## config.mk

```make
export PLATFORM = sky130hd
export DESIGN_NAME = qdac_ctrl
export DESIGN_NICKNAME = d
export VERILOG_FILES = /design/src/qdac_pkg.sv /design/src/qdac_rx_if.sv /design/src/qdac_bus_rx.sv /design/src/qdac_ctrl.sv
export VERILOG_INCLUDE_DIRS = /design/src
export SDC_FILE = /design/constraint.sdc
export NUM_CORES = 1
export LEC_CHECK = 0
export BUFFER_PORTS_ARGS = -buffer_cell sky130_fd_sc_hd__buf_4
export CORE_MARGIN = 3
export CORE_UTILIZATION = 55
export DETAILED_ROUTE_END_ITERATION = 10
export PLACE_DENSITY = 0.78
export SLEW_MARGIN = 0
export SYNTH_ARGS = -nofsm -noshare
export SYNTH_HDL_FRONTEND = slang
export SYNTH_HIERARCHICAL = 1
export SYNTH_SLANG_ARGS = --single-unit
```

## constraint.sdc

```tcl
create_clock -name clock_i -period 5.1 [get_ports clock_i]
set_clock_uncertainty 0.05 [all_clocks]
set_input_delay 0 -clock clock_i [delete_from_list [all_inputs] [get_ports clock_i]]
set_output_delay 0 -clock clock_i [all_outputs]
set_load 0.05 [all_outputs]
```

## src/qdac_params.svh

```systemverilog
// Constants for the quad converter update control: addresses, fields, resets, counts
`ifndef QDAC_PARAMS_SVH
`define QDAC_PARAMS_SVH

// ----------------------------------------------------------------------------
// Address byte
// ----------------------------------------------------------------------------
`define QD_ADDR_FIXED      5'h13
`define QD_ADDR_BCAST      7'h48
`define QD_DIR_WRITE       1'h0

// ----------------------------------------------------------------------------
// Control byte field positions
// ----------------------------------------------------------------------------
`define QD_CTL_ZERO_HI     7
`define QD_CTL_ZERO_LO     6
`define QD_CTL_MODE_HI     5
`define QD_CTL_MODE_LO     4
`define QD_CTL_BC_DATA     2
`define QD_CTL_SEL_HI      2
`define QD_CTL_SEL_LO      1
`define QD_CTL_PD          0

// ----------------------------------------------------------------------------
// Data and power-down layout
// ----------------------------------------------------------------------------
`define QD_PD_CODE_HI      7
`define QD_PD_CODE_LO      6
`define QD_LOW_DATA_HI     7
`define QD_LOW_DATA_LO     4
`define QD_CODE_NORMAL     2'h0

// ----------------------------------------------------------------------------
// Reset values and counts
// ----------------------------------------------------------------------------
`define QD_WORD_RESET      14'h0000
`define QD_BYTE_RESET      8'h00
`define QD_BITS_PER_BYTE   4'h8

`endif

```

## src/qdac_pkg.sv

```systemverilog
// Types shared by the quad converter update control
package qdac_pkg;

   // -------------------------------------------------------------------------
   // Transfer state, Gray coded along address, control, high, low
   // -------------------------------------------------------------------------
   typedef enum logic [2:0] {
      QD_ST_IDLE   = 3'h0,
      QD_ST_ADDR   = 3'h1,
      QD_ST_CTRL   = 3'h3,
      QD_ST_HIGH   = 3'h2,
      QD_ST_LOW    = 3'h6,
      QD_ST_IGNORE = 3'h7
   } qd_state_t;

   // -------------------------------------------------------------------------
   // Update mode field
   // -------------------------------------------------------------------------
   typedef enum logic [1:0] {
      QD_MODE_STORE    = 2'h0,
      QD_MODE_LOAD_ONE = 2'h1,
      QD_MODE_LOAD_ALL = 2'h2,
      QD_MODE_BCAST    = 2'h3
   } qd_mode_t;

   typedef logic [13:0] qd_word_t;

endpackage : qdac_pkg

```

## src/qdac_rx_if.sv

```systemverilog
// Byte-level link between the serial receiver and the update control
`timescale 1ns/1ps
interface qdac_rx_if;
   logic       start_p;
   logic       stop_p;
   logic       byte_p;
   logic [7:0] byte_v;
   logic       ack_want;
   logic       ack_done_p;
   logic       sda_oe_n;

   modport rx  (output start_p, stop_p, byte_p, byte_v, ack_done_p, sda_oe_n,
                input  ack_want);
   modport ctl (input  start_p, stop_p, byte_p, byte_v, ack_done_p, sda_oe_n,
                output ack_want);
endinterface : qdac_rx_if

```

## src/qdac_bus_rx.sv

```systemverilog
// Two-wire serial receiver: pin sync, start/stop, byte shift, acknowledge drive
`timescale 1ns/1ps
`include "qdac_params.svh"
module qdac_bus_rx (
   input  wire logic clock_i,
   input  wire logic rst_n_i,
   input  wire logic scl_i,
   input  wire logic sda_i,
   qdac_rx_if.rx     link
);

   // -------------------------------------------------------------------------
   // Pin synchronisers and edge detect
   // -------------------------------------------------------------------------
   logic       scl_s1_r, scl_s2_r, scl_d_r;
   logic       sda_s1_r, sda_s2_r, sda_d_r;
   logic [7:0] shift_r;
   logic [3:0] bit_cnt_r;
   logic       ack_ph_r;
   logic       scl_rise, scl_fall, start_c, stop_c;

   always_ff @(posedge clock_i) begin
      if (!rst_n_i) begin
         scl_s1_r <= 1'h1;
         scl_s2_r <= 1'h1;
         scl_d_r  <= 1'h1;
         sda_s1_r <= 1'h1;
         sda_s2_r <= 1'h1;
         sda_d_r  <= 1'h1;
      end else begin
         scl_s1_r <= scl_i;
         scl_s2_r <= scl_s1_r;
         scl_d_r  <= scl_s2_r;
         sda_s1_r <= sda_i;
         sda_s2_r <= sda_s1_r;
         sda_d_r  <= sda_s2_r;
      end
   end

   assign scl_rise = scl_s2_r & ~scl_d_r;
   assign scl_fall = ~scl_s2_r & scl_d_r;
   // Both lines sampled with equal delay, so a data move under a high clock is a condition
   assign start_c  = scl_s2_r & scl_d_r & sda_d_r & ~sda_s2_r;
   assign stop_c   = scl_s2_r & scl_d_r & ~sda_d_r & sda_s2_r;

   // -------------------------------------------------------------------------
   // Bit counter, shifter and acknowledge slot
   // -------------------------------------------------------------------------
   always_ff @(posedge clock_i) begin
      if (!rst_n_i) begin
         shift_r         <= `QD_BYTE_RESET;
         bit_cnt_r       <= 4'h0;
         ack_ph_r        <= 1'h0;
         link.byte_p     <= 1'h0;
         link.ack_done_p <= 1'h0;
         link.sda_oe_n   <= 1'h1;
         link.start_p    <= 1'h0;
         link.stop_p     <= 1'h0;
      end else begin
         link.byte_p     <= 1'h0;
         link.ack_done_p <= 1'h0;
         link.start_p    <= start_c;
         link.stop_p     <= stop_c;
         if (start_c || stop_c) begin
            bit_cnt_r     <= 4'h0;
            ack_ph_r      <= 1'h0;
            link.sda_oe_n <= 1'h1;
         end else if (scl_rise && bit_cnt_r < `QD_BITS_PER_BYTE) begin
            shift_r   <= {shift_r[6:0], sda_s2_r};
            bit_cnt_r <= bit_cnt_r + 4'h1;
            if (bit_cnt_r == `QD_BITS_PER_BYTE - 4'h1) begin
               link.byte_p <= 1'h1;
            end
         end else if (scl_fall && bit_cnt_r == `QD_BITS_PER_BYTE) begin
            if (!ack_ph_r) begin
               // Pull data low through the whole ninth clock high time
               ack_ph_r      <= 1'h1;
               link.sda_oe_n <= ~link.ack_want;
            end else begin
               ack_ph_r        <= 1'h0;
               bit_cnt_r       <= 4'h0;
               link.sda_oe_n   <= 1'h1;
               link.ack_done_p <= ~link.sda_oe_n;
            end
         end
      end
   end

   assign link.byte_v = shift_r;

endmodule : qdac_bus_rx

```

## src/qdac_ctrl.sv

```systemverilog
// Quad 12-bit converter update control behind a two-wire serial slave
`timescale 1ns/1ps
`include "qdac_params.svh"
module qdac_ctrl #(
   parameter int DATA_W   = 12,
   parameter int CHANNELS = 4
) (
   input  wire logic        clock_i,
   input  wire logic        rst_n_i,
   input  wire logic        scl_i,
   input  wire logic        sda_i,
   output logic             sda_o,
   output logic             sda_oe_n_o,
   input  wire logic        addr_select_hi_i,
   input  wire logic        addr_select_lo_i,
   input  wire logic        async_load_input_i,
   output logic [13:0]      conv_channel_a_o,
   output logic [13:0]      conv_channel_b_o,
   output logic [13:0]      conv_channel_c_o,
   output logic [13:0]      conv_channel_d_o
);

   // -------------------------------------------------------------------------
   // Elaboration checks
   // -------------------------------------------------------------------------
   if (DATA_W != 12) begin : g_bad_width
      $error("qdac_ctrl serves 12-bit data only");
   end
   if (CHANNELS != 4) begin : g_bad_chan
      $error("qdac_ctrl serves four channels only");
   end

   // -------------------------------------------------------------------------
   // Declarations
   // -------------------------------------------------------------------------
   qdac_rx_if link ();

   qdac_pkg::qd_state_t state_r;
   qdac_pkg::qd_word_t  temp_r [CHANNELS];
   qdac_pkg::qd_word_t  conv_r [CHANNELS];
   qdac_pkg::qd_word_t  new_word;
   qdac_pkg::qd_mode_t  mode;
   logic [7:0]          control_byte_store_r;
   logic [7:0]          high_byte_store_r;
   logic [7:0]          low_byte_store_r;
   logic                pend_r;
   logic                ack_want_r;
   logic                sda_r;
   logic [1:0]          pin_s1_r, pin_s2_r, addr_pins_r, pin_wait_r;
   logic                addr_cap_r;
   logic                ld_s1_r, ld_s2_r, ld_d_r;
   logic                ld_edge, commit, addr_match, powerdown_flag;
   logic [1:0]          channel_pick;

   // -------------------------------------------------------------------------
   // Helper functions
   // -------------------------------------------------------------------------
   // Replace the power-down code, keep the 12 data bits
   function automatic qdac_pkg::qd_word_t set_code(input qdac_pkg::qd_word_t w,
                                                    input logic [1:0] code);
      set_code = {code, w[11:0]};
   endfunction : set_code

   function automatic qdac_pkg::qd_word_t data_word(input logic [7:0] hi,
                                                     input logic [7:0] lo);
      data_word = {`QD_CODE_NORMAL, hi, lo[`QD_LOW_DATA_HI:`QD_LOW_DATA_LO]};
   endfunction : data_word

   // -------------------------------------------------------------------------
   // Serial receiver
   // -------------------------------------------------------------------------
   qdac_bus_rx u_rx (
      .clock_i (clock_i),
      .rst_n_i (rst_n_i),
      .scl_i   (scl_i),
      .sda_i   (sda_i),
      .link    (link.rx)
   );

   assign link.ack_want = ack_want_r;
   assign sda_oe_n_o    = link.sda_oe_n;
   assign sda_o         = sda_r;

   always_ff @(posedge clock_i) begin
      if (!rst_n_i) begin
         sda_r <= 1'h0;
      end else begin
         sda_r <= 1'h0;
      end
   end

   // -------------------------------------------------------------------------
   // Address pins caught once after reset, load input synchronised
   // -------------------------------------------------------------------------
   always_ff @(posedge clock_i) begin
      if (!rst_n_i) begin
         pin_s1_r    <= 2'h0;
         pin_s2_r    <= 2'h0;
         addr_pins_r <= 2'h0;
         addr_cap_r  <= 1'h0;
         pin_wait_r  <= 2'h0;
      end else begin
         pin_s1_r <= {addr_select_hi_i, addr_select_lo_i};
         pin_s2_r <= pin_s1_r;
         // Third cycle after release: only then does the second stage hold post-reset pins
         if (!addr_cap_r) begin
            pin_wait_r <= pin_wait_r + 2'h1;
            if (pin_wait_r == 2'h2) begin
               addr_pins_r <= pin_s2_r;
               addr_cap_r  <= 1'h1;
            end
         end
      end
   end

   always_ff @(posedge clock_i) begin
      if (!rst_n_i) begin
         ld_s1_r <= 1'h0;
         ld_s2_r <= 1'h0;
         ld_d_r  <= 1'h0;
      end else begin
         ld_s1_r <= async_load_input_i;
         ld_s2_r <= ld_s1_r;
         ld_d_r  <= ld_s2_r;
      end
   end

   assign ld_edge        = ld_s2_r & ~ld_d_r;
   assign addr_match     = link.byte_v[0] == `QD_DIR_WRITE && addr_cap_r &&
                           (link.byte_v[7:1] == {`QD_ADDR_FIXED, addr_pins_r} ||
                            link.byte_v[7:1] == `QD_ADDR_BCAST);
   assign mode           = qdac_pkg::qd_mode_t'(
                           control_byte_store_r[`QD_CTL_MODE_HI:`QD_CTL_MODE_LO]);
   assign channel_pick   = control_byte_store_r[`QD_CTL_SEL_HI:`QD_CTL_SEL_LO];
   assign powerdown_flag = control_byte_store_r[`QD_CTL_PD];
   assign commit         = link.ack_done_p & pend_r;

   // -------------------------------------------------------------------------
   // Transfer sequencing
   // -------------------------------------------------------------------------
   always_ff @(posedge clock_i) begin
      if (!rst_n_i) begin
         state_r    <= qdac_pkg::QD_ST_IDLE;
         ack_want_r <= 1'h0;
      end else if (link.start_p) begin
         state_r    <= qdac_pkg::QD_ST_ADDR;
         ack_want_r <= 1'h0;
      end else if (link.stop_p) begin
         state_r    <= qdac_pkg::QD_ST_IDLE;
         ack_want_r <= 1'h0;
      end else if (link.byte_p) begin
         ack_want_r <= 1'h1;
         case (state_r)
            qdac_pkg::QD_ST_ADDR: begin
               if (addr_match) begin
                  state_r <= qdac_pkg::QD_ST_CTRL;
               end else begin
                  // Reads and foreign addresses get no acknowledge
                  state_r    <= qdac_pkg::QD_ST_IGNORE;
                  ack_want_r <= 1'h0;
               end
            end
            qdac_pkg::QD_ST_CTRL: state_r <= qdac_pkg::QD_ST_HIGH;
            qdac_pkg::QD_ST_HIGH: state_r <= qdac_pkg::QD_ST_LOW;
            qdac_pkg::QD_ST_LOW: begin
               if (powerdown_flag) begin
                  state_r <= qdac_pkg::QD_ST_IGNORE;
               end else begin
                  state_r <= qdac_pkg::QD_ST_HIGH;
               end
            end
            default: begin
               state_r    <= state_r;
               ack_want_r <= 1'h0;
            end
         endcase
      end
   end

   // -------------------------------------------------------------------------
   // Byte stores
   // -------------------------------------------------------------------------
   always_ff @(posedge clock_i) begin
      if (!rst_n_i) begin
         control_byte_store_r <= `QD_BYTE_RESET;
         high_byte_store_r    <= `QD_BYTE_RESET;
         low_byte_store_r     <= `QD_BYTE_RESET;
      end else if (link.byte_p) begin
         if (state_r == qdac_pkg::QD_ST_CTRL) begin
            control_byte_store_r <= link.byte_v;
         end else if (state_r == qdac_pkg::QD_ST_HIGH) begin
            high_byte_store_r <= link.byte_v;
         end else if (state_r == qdac_pkg::QD_ST_LOW) begin
            low_byte_store_r <= link.byte_v;
         end
      end
   end

   // Pair is armed by the low byte and fired by its acknowledge
   always_ff @(posedge clock_i) begin
      if (!rst_n_i) begin
         pend_r <= 1'h0;
      end else if (link.start_p || link.stop_p) begin
         pend_r <= 1'h0;
      end else if (link.byte_p && state_r == qdac_pkg::QD_ST_LOW) begin
         pend_r <= 1'h1;
      end else if (link.ack_done_p) begin
         pend_r <= 1'h0;
      end
   end

   // -------------------------------------------------------------------------
   // Temporary and converter registers
   // -------------------------------------------------------------------------
   always_comb begin
      if (powerdown_flag) begin
         new_word = set_code(temp_r[channel_pick],
                             high_byte_store_r[`QD_PD_CODE_HI:`QD_PD_CODE_LO]);
      end else begin
         new_word = data_word(high_byte_store_r, low_byte_store_r);
      end
   end

   // A serial update in the same cycle as a load edge wins; the edge is lost
   always_ff @(posedge clock_i) begin
      if (!rst_n_i) begin
         for (int i = 0; i < CHANNELS; i++) begin
            temp_r[i] <= `QD_WORD_RESET;
            conv_r[i] <= `QD_WORD_RESET;
         end
      end else if (commit) begin
         case (mode)
            qdac_pkg::QD_MODE_STORE: begin
               temp_r[channel_pick] <= new_word;
            end
            qdac_pkg::QD_MODE_LOAD_ONE: begin
               temp_r[channel_pick] <= new_word;
               conv_r[channel_pick] <= new_word;
            end
            qdac_pkg::QD_MODE_LOAD_ALL: begin
               temp_r[channel_pick] <= new_word;
               for (int i = 0; i < CHANNELS; i++) begin
                  conv_r[i] <= (2'(i) == channel_pick) ? new_word : temp_r[i];
               end
            end
            default: begin
               for (int i = 0; i < CHANNELS; i++) begin
                  if (!control_byte_store_r[`QD_CTL_BC_DATA]) begin
                     conv_r[i] <= temp_r[i];
                  end else if (!powerdown_flag) begin
                     temp_r[i] <= data_word(high_byte_store_r, low_byte_store_r);
                     conv_r[i] <= data_word(high_byte_store_r, low_byte_store_r);
                  end else begin
                     conv_r[i] <= set_code(conv_r[i],
                        high_byte_store_r[`QD_PD_CODE_HI:`QD_PD_CODE_LO]);
                  end
               end
            end
         endcase
      end else if (ld_edge) begin
         // Relies on software having filled the temporaries first
         for (int i = 0; i < CHANNELS; i++) begin
            conv_r[i] <= temp_r[i];
         end
      end
   end

   assign conv_channel_a_o = conv_r[0];
   assign conv_channel_b_o = conv_r[1];
   assign conv_channel_c_o = conv_r[2];
   assign conv_channel_d_o = conv_r[3];
endmodule : qdac_ctrl

```

==> results of run 1 <==
## Yosys cell counts (5+ instances only)
library cell,n
a211o_1,11
a21boi_0,9
a21oi_1,57
a221oi_1,8
a31oi_1,5
and2_1,10
buf_2,18
clkbuf_1,28
dfxtp_1,60
edfxtp_1,112
inv_1,24
mux2i_1,36
nand2_1,111
nand2b_1,25
nand3_1,34
nor2_1,59
nor3_1,20
o21a_1,12
o21ai_0,62
o221ai_1,12
o22ai_1,25
or3_1,6
## logic make-up after synthesis
logic type | count (synthesis)
other cells | 1
flops | 172
compound gates | 230
simple gates | 287
fa+ha+maj | 4
mux | 36
xor+xnor | 4
buf+inv | 76
## critical path: cells and delay by family (launching register included)
kind	cells	cell delay, ns
AND/OR/NAND/NOR	2	1.31
flip-flops	1	0.69
AO/OA/AOI/OAI	2	0.42
buffers and inverters	1	0.25
## placed cells by master (no fill, tap or decap), drive strengths merged, types with 3 or more instances in the layout
cell         Yosys  routed
clkbuf          28      18
o211ai           3       3
o221ai          12      12
o22ai           25      25
nor2            59      59
or3              6       6
a21o             3       3
a211o           11      11
mux2i           36      36
clkinv           1       8
dfxtp           60      60
nand3           35      35
dlygate4sd3      0       8
xor2             3       3
nor3            21      21
o21a            12      12
o31a             3       3
nand2          111     111
nand4            3       3
a31oi            5       5
edfxtp         112     112
ha               3       3
clkinvlp         0       3
a221oi          12      12
buf             23      69
nor2b            4       4
and2            10      10
a21oi           58      58
o21ai           65      65
a21boi           9       9
nand2b          25      25
inv             24      24
## flip-flops by register name, summed over array words and instances (netlist names), 2 cells and up, named ones only
register / cells
state_r: 3
low_byte_store_r: 4
addr_pins_r: 2
u_rx/bit_cnt_r: 4
control_byte_store_r: 5
pin_s1_r: 2
high_byte_store_r: 8
conv_r: 56
pin_s2_r: 2
pin_wait_r: 2
u_rx/link.byte_v: 8
temp_r: 56
## how the worst max path moves through the flow
| stage | startpoint | endpoint | depth (start not counted) |
|---|---|---|---|
| final | control_byte_store_r[5]$_SDFFE_PN0P_ | conv_r[0][9]$_DFFE_PP_ | 5 |
| after detailed placement | control_byte_store_r[5]$_SDFFE_PN0P_ | conv_r[0][7]$_DFFE_PP_ | 5 |
| after global placement | control_byte_store_r[2]$_SDFFE_PN0P_ | conv_r[2][4]$_DFFE_PP_ | 3 |
| after CTS | control_byte_store_r[5]$_SDFFE_PN0P_ | conv_r[0][9]$_DFFE_PP_ | 5 |
| after floorplan | control_byte_store_r[5]$_SDFFE_PN0P_ | conv_r[0][0]$_DFFE_PP_ | 7 |
| after global routing | control_byte_store_r[5]$_SDFFE_PN0P_ | conv_r[0][2]$_DFFE_PP_ | 5 |
## final cells by class
class | count | area share
clock inverter | 12 | 0.0135
sequential | 172 | 0.489
clock buffer | 18 | 0.0460
multi-input combinational | 562 | 0.353
tap | 180 | 0.0241
inverter | 25 | 0.0101
timing repair buffer | 77 | 0.0641
## power by group through the flow
stage,Clock (W),Combinational [W],Sequential (W)
floorplan,0,0.0000911,0.00168
global placement,0,0.000237,0.00161
detailed placement,0,0.000244,0.00162
CTS,0.00124,0.000250,0.00159
global route,0.00131,0.000268,0.00159
finish,0.00124,0.000250,0.00159
## per-layer routing
layer,share of wire,vias to the layer above,GRT usage
met5,0,-,0
met4,0.029,0,0.118
met2,0.46,495,0.412
met3,0.11,76,0.0796
li1,-,3060,-
met1,0.40,3284,0.367
## per-stage QoR
step                      utilization  area (sq um)
final                           0.657          9330
after global routing            0.657          9330
after CTS                       0.657          9330
after detailed placement        0.612          8700
after global placement          0.612          8690
after floorplan                     -          8180
## timing repair
action,4_1_cts,5_1_grt
setup endpoints to repair,0,0
hold buffers,8,0
hold endpoints to repair,10,0
==> reports/metrics.yaml, run 1 <==
finish:
  nNetsFinal: 865
  fin_cells: 1046
  area_growth_syn_to_layout_pct: 14.2
  fillers: 1088
  regArea_sq_um: 4560
  drive_above_1_share: 0.128
  multi_input_area_sq_um: 3300
  diodes: 0
cts:
  post_cts.repair.setup_buffers: 0
  clock_path_buffers: 2
  cts_resized: 0
  cts_tree: "done"
  htree_levels: 4
  root_buffer: "clkbuf_16"
  cts_buffers: 17
  cts.sinks: 172
  clk_pin_slew_worst_paths_ns: 0.06
  insertion_delay_ns: 0.43
logic_synthesis:
  muxShareOfSynthArea: 0.0441
  ys_warn_count: 6
  synth-adder-area-share: 0.00582
  synth_area_leaders: "edfxtp_1 (41%), dfxtp_1 (15%), nand2_1 (5.1%)"
  synth_xor_area_frac: 0.00429
  syn_avg_cell_area_sq_um: 10.1
  synth-edff-count: 112
  yosys.area.top_type: "edfxtp_1"
  synth-compound-area-share: 0.181
  synth_top_family_by_area: "compound AO/OA/AOI/OAI gates"
  ys.flop_type: "edfxtp_1"
  ys_async_sr_fraction: 0
  synth.distinct_cells: 64
  synth_cells: 810
  syn-cell-area_sq_um: 8180
  synth_nets: 820
  synth_top_area_share: 0.411
  ys_seq_area_frac: 0.558
  yosys.area_share.simple: 0.167
  ys_ff_latch: 172
placed_design:
  dpl_worst_slack_ns: 2.20
  routabilityCongestion: 1.00
  place_hpwl_microns: 14900
  io_buffers: 63
  dp.cells: 1008
route:
  drt_wl_total_microns: 22200
  drt_iter0_markers: 1276
  detail-route-antenna-nets: 0
  avgRoutedWirePerCell_microns: 21.2
  vias_per_cell: 6.61
  drc: 0
  vias: 6915
  first_pass_iters: 6
setup_path:
  worstPathCellList: "and4_4 > and2_1 > a2bb2oi_1 > a31oi_1 > buf_4"
  timing.rr.end: "conv_r[0][9]$_DFFE_PP_"
  crit_type: "reg2reg"
  rr_startpoint: "control_byte_store_r[5]$_SDFFE_PN0P_"
  cp.required_ns: 5.17
  end_kind: "register"
  slowest_delay_ns: 0.93
  cp-start-kind: "register"
  worst_ep_arrival_time_ns: 3.11
  r2r_cells: 5
  cpMaxStageDelayCell: "and2_1"
  reg2reg_slack_ns: 2.06
  path_max_fanout: 26
hold_path:
  min_path_type: "in2reg"
  hold_path_depth: 3
  hold_end: "ld_s1_r$_SDFF_PN0_"
  min-delay-start: "async_load_input_i"
power:
  p_leak_nw: 3.39
  power_frac_seq: 0.515
  p_sw_frac: 0.243
  switchingPower_w: 0.000748
  p_per_area_nw_per_um2: 330
  combPwrFrac: 0.081
  p_int_w: 0.00233
  vdd_drop_max_uv: 265
  clkPwrFrac: 0.404
  power_w: 0.00308
sta:
  setup_ws_ns: 2.06
  maxSlewViolCount: 0
  setup_viol: 0
  min_period_ns: 3.04
  slew_headroom: 0.109
  tightestPinTransition_ns: 1.33
  rsz0062_at_grt: "no"
  fin_crit_sh: 0.595
  hold-worst-slack_ns: 0.281
  fmax_ghz: 0.329
  tns_ns: 0
  final-hold-violation-count: 0
global_route:
  antenna_found_initial: 0
  grt_pass1_wl_microns: 35000
  gr-usage-all-layers: 0.273
  grt_overflow: 0
  first_global_vias: 6445
  grt_max_degree: 49
die:
  die-area_sq_um: 16400
  die_h_microns: 128
  dieWidth_microns: 128
  io_pins: 65
  core_sq_um: 14200
  start_util: 0.576
  rows: 43
outcome:
  status: "finished, final reports clean"
run:
  max-cap-violations: 0
No activity file was read; power rests on OpenSTA's default activity.
==> run 2: changes to the inputs <==
Settings changed: ABC_AREA set to 1.
Clock period 5.1 ns to 2.9 ns, I/O delays scaled along.
==> run 2 against run 1 <==
Wire length grew 7.4%. Critical path depth grew 6. Non-clock buffer count grew 17. Combinational power grew 71%. Count of clock-buffer cells in the layout is the same. Die area grew 6.5%. First-iteration DRC count shrank 18%. Largest power group unchanged. Sequential power grew 74%. Worst setup slack lost 1.7 ns. Synthesized cell count grew 35%.
==> reports/metrics.yaml, run 2 <==
power:
  p_leak_nw: 4.61  # +36%
  p_per_area_nw_per_um2: 548  # +66%
  vdd_drop_max_uv: 446  # +69%
sta:
  rsz0062_at_grt: "no"
  min_period_ns: 2.53
  tns_ns: 0  # unchanged
  maxSlewViolCount: 0  # unchanged
  setup_viol: 0  # unchanged
  fin_crit_sh: 0.872
  slew_headroom: 0.479  # +0.370
  final-hold-violation-count: 0  # unchanged
  hold-worst-slack_ns: 0.245  # -0.0352 ns
  fmax_ghz: 0.395
  tightestPinTransition_ns: 0.778  # -0.550 ns
hold_path:
  min_path_type: "in2reg"
  hold_path_depth: 3  # unchanged
setup_path:
  crit_family: "buffers and inverters"
  cpMostUsedCell: "nand2_1"
  cp.required_ns: 3.03  # -2.14 ns
  reg2reg_slack_ns: 0.60  # -1.46 ns
  cp_num_buf_inv: 4  # +3
  path_max_fanout: 44  # +69%
  worst_ep_arrival_time_ns: 2.66  # -0.45 ns
  path_depth: 11  # +6
  slowest_delay_ns: 0.53  # -0.40 ns
  worstPathCellList: "dlygate4sd3_1 > buf_4 > inv_2 > nor2_4 > nand2_4 > inv_2 > nand2_1 > nand2_1 > nand2_1 > nand3_1 > nand3_1"
  cpMaxStageDelayCell: "dlygate4sd3_1"
  crit_type: "in2reg"
  cp-start-kind: "input pin"
  r2r_cells: 8  # +3
  end_kind: "register"
finish:
  area_growth_syn_to_layout_pct: 16.0
  nNetsFinal: 1171  # +35%
  largestRegisters: "conv_r: 56 flops, temp_r: 56 flops"
  diodes: 0  # unchanged
  final_util: 0.659  # +0.00170
  drive_above_1_share: 0.141  # +0.0132
  layout_common_cells: "nand2_1 (342), nand3_1 (120), inv_1 (117), edfxtp_1 (112), o21ai_0 (109)"
  fin_cells: 1385  # +32%
  final_common_cell: "nand2_1"
  fillers: 1310  # +20%
  final_area_sq_um: 10100  # +8.5%
logic_synthesis:
  ys_ff_latch: 172  # unchanged
  yosys.area_share.simple: 0.295  # +0.128
  synth_nets: 1104  # +35%
  synth.distinct_cells: 39  # -39%
  syn_avg_cell_area_sq_um: 7.98  # -21%
  ys_seq_area_frac: 0.523  # -0.0356
  synth_area_leaders: "edfxtp_1 (39%), nand2_1 (15%), dfxtp_1 (14%)"
  muxShareOfSynthArea: 0  # -0.0441
  yosys.area.top_type: "edfxtp_1"
  synth_xor_area_frac: 0  # -0.00429
  synth_top_area_share: 0.385  # -0.0262
  ys_warn_count: 6  # unchanged
  synth_most_common_cell: "nand2_1"
  ys.flop_type: "edfxtp_1"
  synth-compound-area-share: 0.0992  # -0.0817
  synth-edff-count: 112  # unchanged
  yosys-top-cells-count: "nand2_1 (342), nand3_1 (120), inv_1 (117), edfxtp_1 (112), o21ai_0 (110)"
  ys_async_sr_fraction: 0  # unchanged
  synth-adder-area-share: 0.00430  # -0.00152
  syn-cell-area_sq_um: 8730  # +6.8%
  synth_top_family_by_area: "simple AND/OR/NAND/NOR gates"
  synth_cells: 1094  # +35%
route:
  first_pass_iters: 6  # unchanged
  drt_wl_total_microns: 23800  # +7.4%
  drc: 0  # unchanged
  drt_iter0_markers: 1050  # -18%
  detail-route-antenna-nets: 0  # unchanged
  avgRoutedWirePerCell_microns: 17.2  # -19%
  vias: 7796  # +13%
  vias_per_cell: 5.63  # -15%
cts:
  cts_buffers: 17  # unchanged
  cts_resized: 0  # unchanged
  insertion_delay_ns: 0.44  # about the same
  cts_tree: "done"
  clock_path_buffers: 2  # unchanged
  htree_levels: 4  # unchanged
  clk_pin_slew_worst_paths_ns: 0.07  # about the same
  cts.sinks: 172  # unchanged
  root_buffer: "clkbuf_16"
die:
  io_pins: 65  # unchanged
  start_util: 0.568  # -0.00749
  core_sq_um: 15400  # +8.2%
  die_h_microns: 132  # +3.2%
  die-area_sq_um: 17400  # +6.5%
  rows: 45  # +4.7%
  dieWidth_microns: 132  # +3.2%
global_route:
  grt_max_degree: 45  # -8.2%
  first_global_vias: 7146  # +11%
  grt_overflow: 0  # unchanged
  grt_pass1_wl_microns: 37700  # +7.9%
  antenna_found_initial: 0  # unchanged
  gr-usage-all-layers: 0.273  # about the same
placed_design:
  io_buffers: 63  # unchanged
  dp.cells: 1344  # +33%
  routabilityCongestion: 0.940  # -6.2%
  postPlaceCellArea_sq_um: 9420  # +8.3%
  place_hpwl_microns: 16800  # +13%
run:
  max-cap-violations: 0  # unchanged
outcome:
  status: "finished, final reports clean"
## run 2: cell types whose count changed after synthesis, sizes merged, moves of 14 or more
cell,change
nand2,+244
nand2b,-25
mux2i,-36
nand4,+14
nand3,+88
inv,+102
o21ai,+47
o22ai,-24
nor3,-14
## run 2: kinds of logic after synthesis
kind of cell | after synthesis
AND/OR/NAND/NOR | 580
buffers and inverters | 172
flip-flops | 172
AO/OA/AOI/OAI | 166
adder cells (fa/ha/maj) | 3
other | 1
## run 2: worst register-to-register path, delay by kind of cell, from the launching register on
kind,cells,cell delay (ns)
AO/OA/AOI/OAI,1,0.17
buffers and inverters,3,0.84
flip-flops,1,0.32
AND/OR/NAND/NOR,4,0.62
## run 2: through the flow
stage / setup WS (ns) / total power (W)
after floorplan: 0.582 / 0.00310
after global placement: 0.567 / 0.00322
after detailed placement: 0.547 / 0.00323
after CTS: 0.453 / 0.00556
after global routing: 0.228 / 0.00571
final: 0.371 / 0.00555
## run 2: metal layers
layer | wire length (microns) | global-route usage | vias to the layer above
li1 | - | - | 3740
met1 | 10000 | 0.382 | 3517
met2 | 10800 | 0.428 | 488
met3 | 2510 | 0.0592 | 51
met4 | 517 | 0.0828 | 0
met5 | 0 | 0 | -
## run 2: layout make-up
type                       instances  area (sq um)  area share
clock buffer                      18           450      0.0445
sequential                       172          4560       0.451
timing repair buffer              94           728      0.0719
tap                              211           264      0.0261
clock inverter                    14           166      0.0164
multi-input combinational        750          3480       0.344
inverter                         126           473      0.0467
## run 2: timing repair
item	in CTS	in global routing
endpoints found under the hold margin	38	0
buffers inserted	0	0
hold buffers	9	0
## run 2: power breakdown
| group | internal [W] | leakage, nW | switching, W |
|---|---|---|---|
| Combinational | 0.000125 | 2.69 | 0.000303 |
| Clock | 0.00129 | 0.307 | 0.00107 |
| Sequential | 0.00271 | 1.62 | 0.0000528 |
## run 2: path summary, 6_finish.rpt
| kind | from | endpoint |
|---|---|---|
| max | rst_n_i | conv_r[0][10]$_DFFE_PP_ |
| min | scl_i | u_rx/scl_s1_r$_SDFF_PN1_ |
| max reg2reg | u_rx/link.ack_done_p$_SDFF_PP0_ | conv_r[3][8]$_DFFE_PP_ |
| min reg2reg | u_rx/scl_s1_r$_SDFF_PN1_ | u_rx/scl_s2_r$_SDFF_PN1_ |
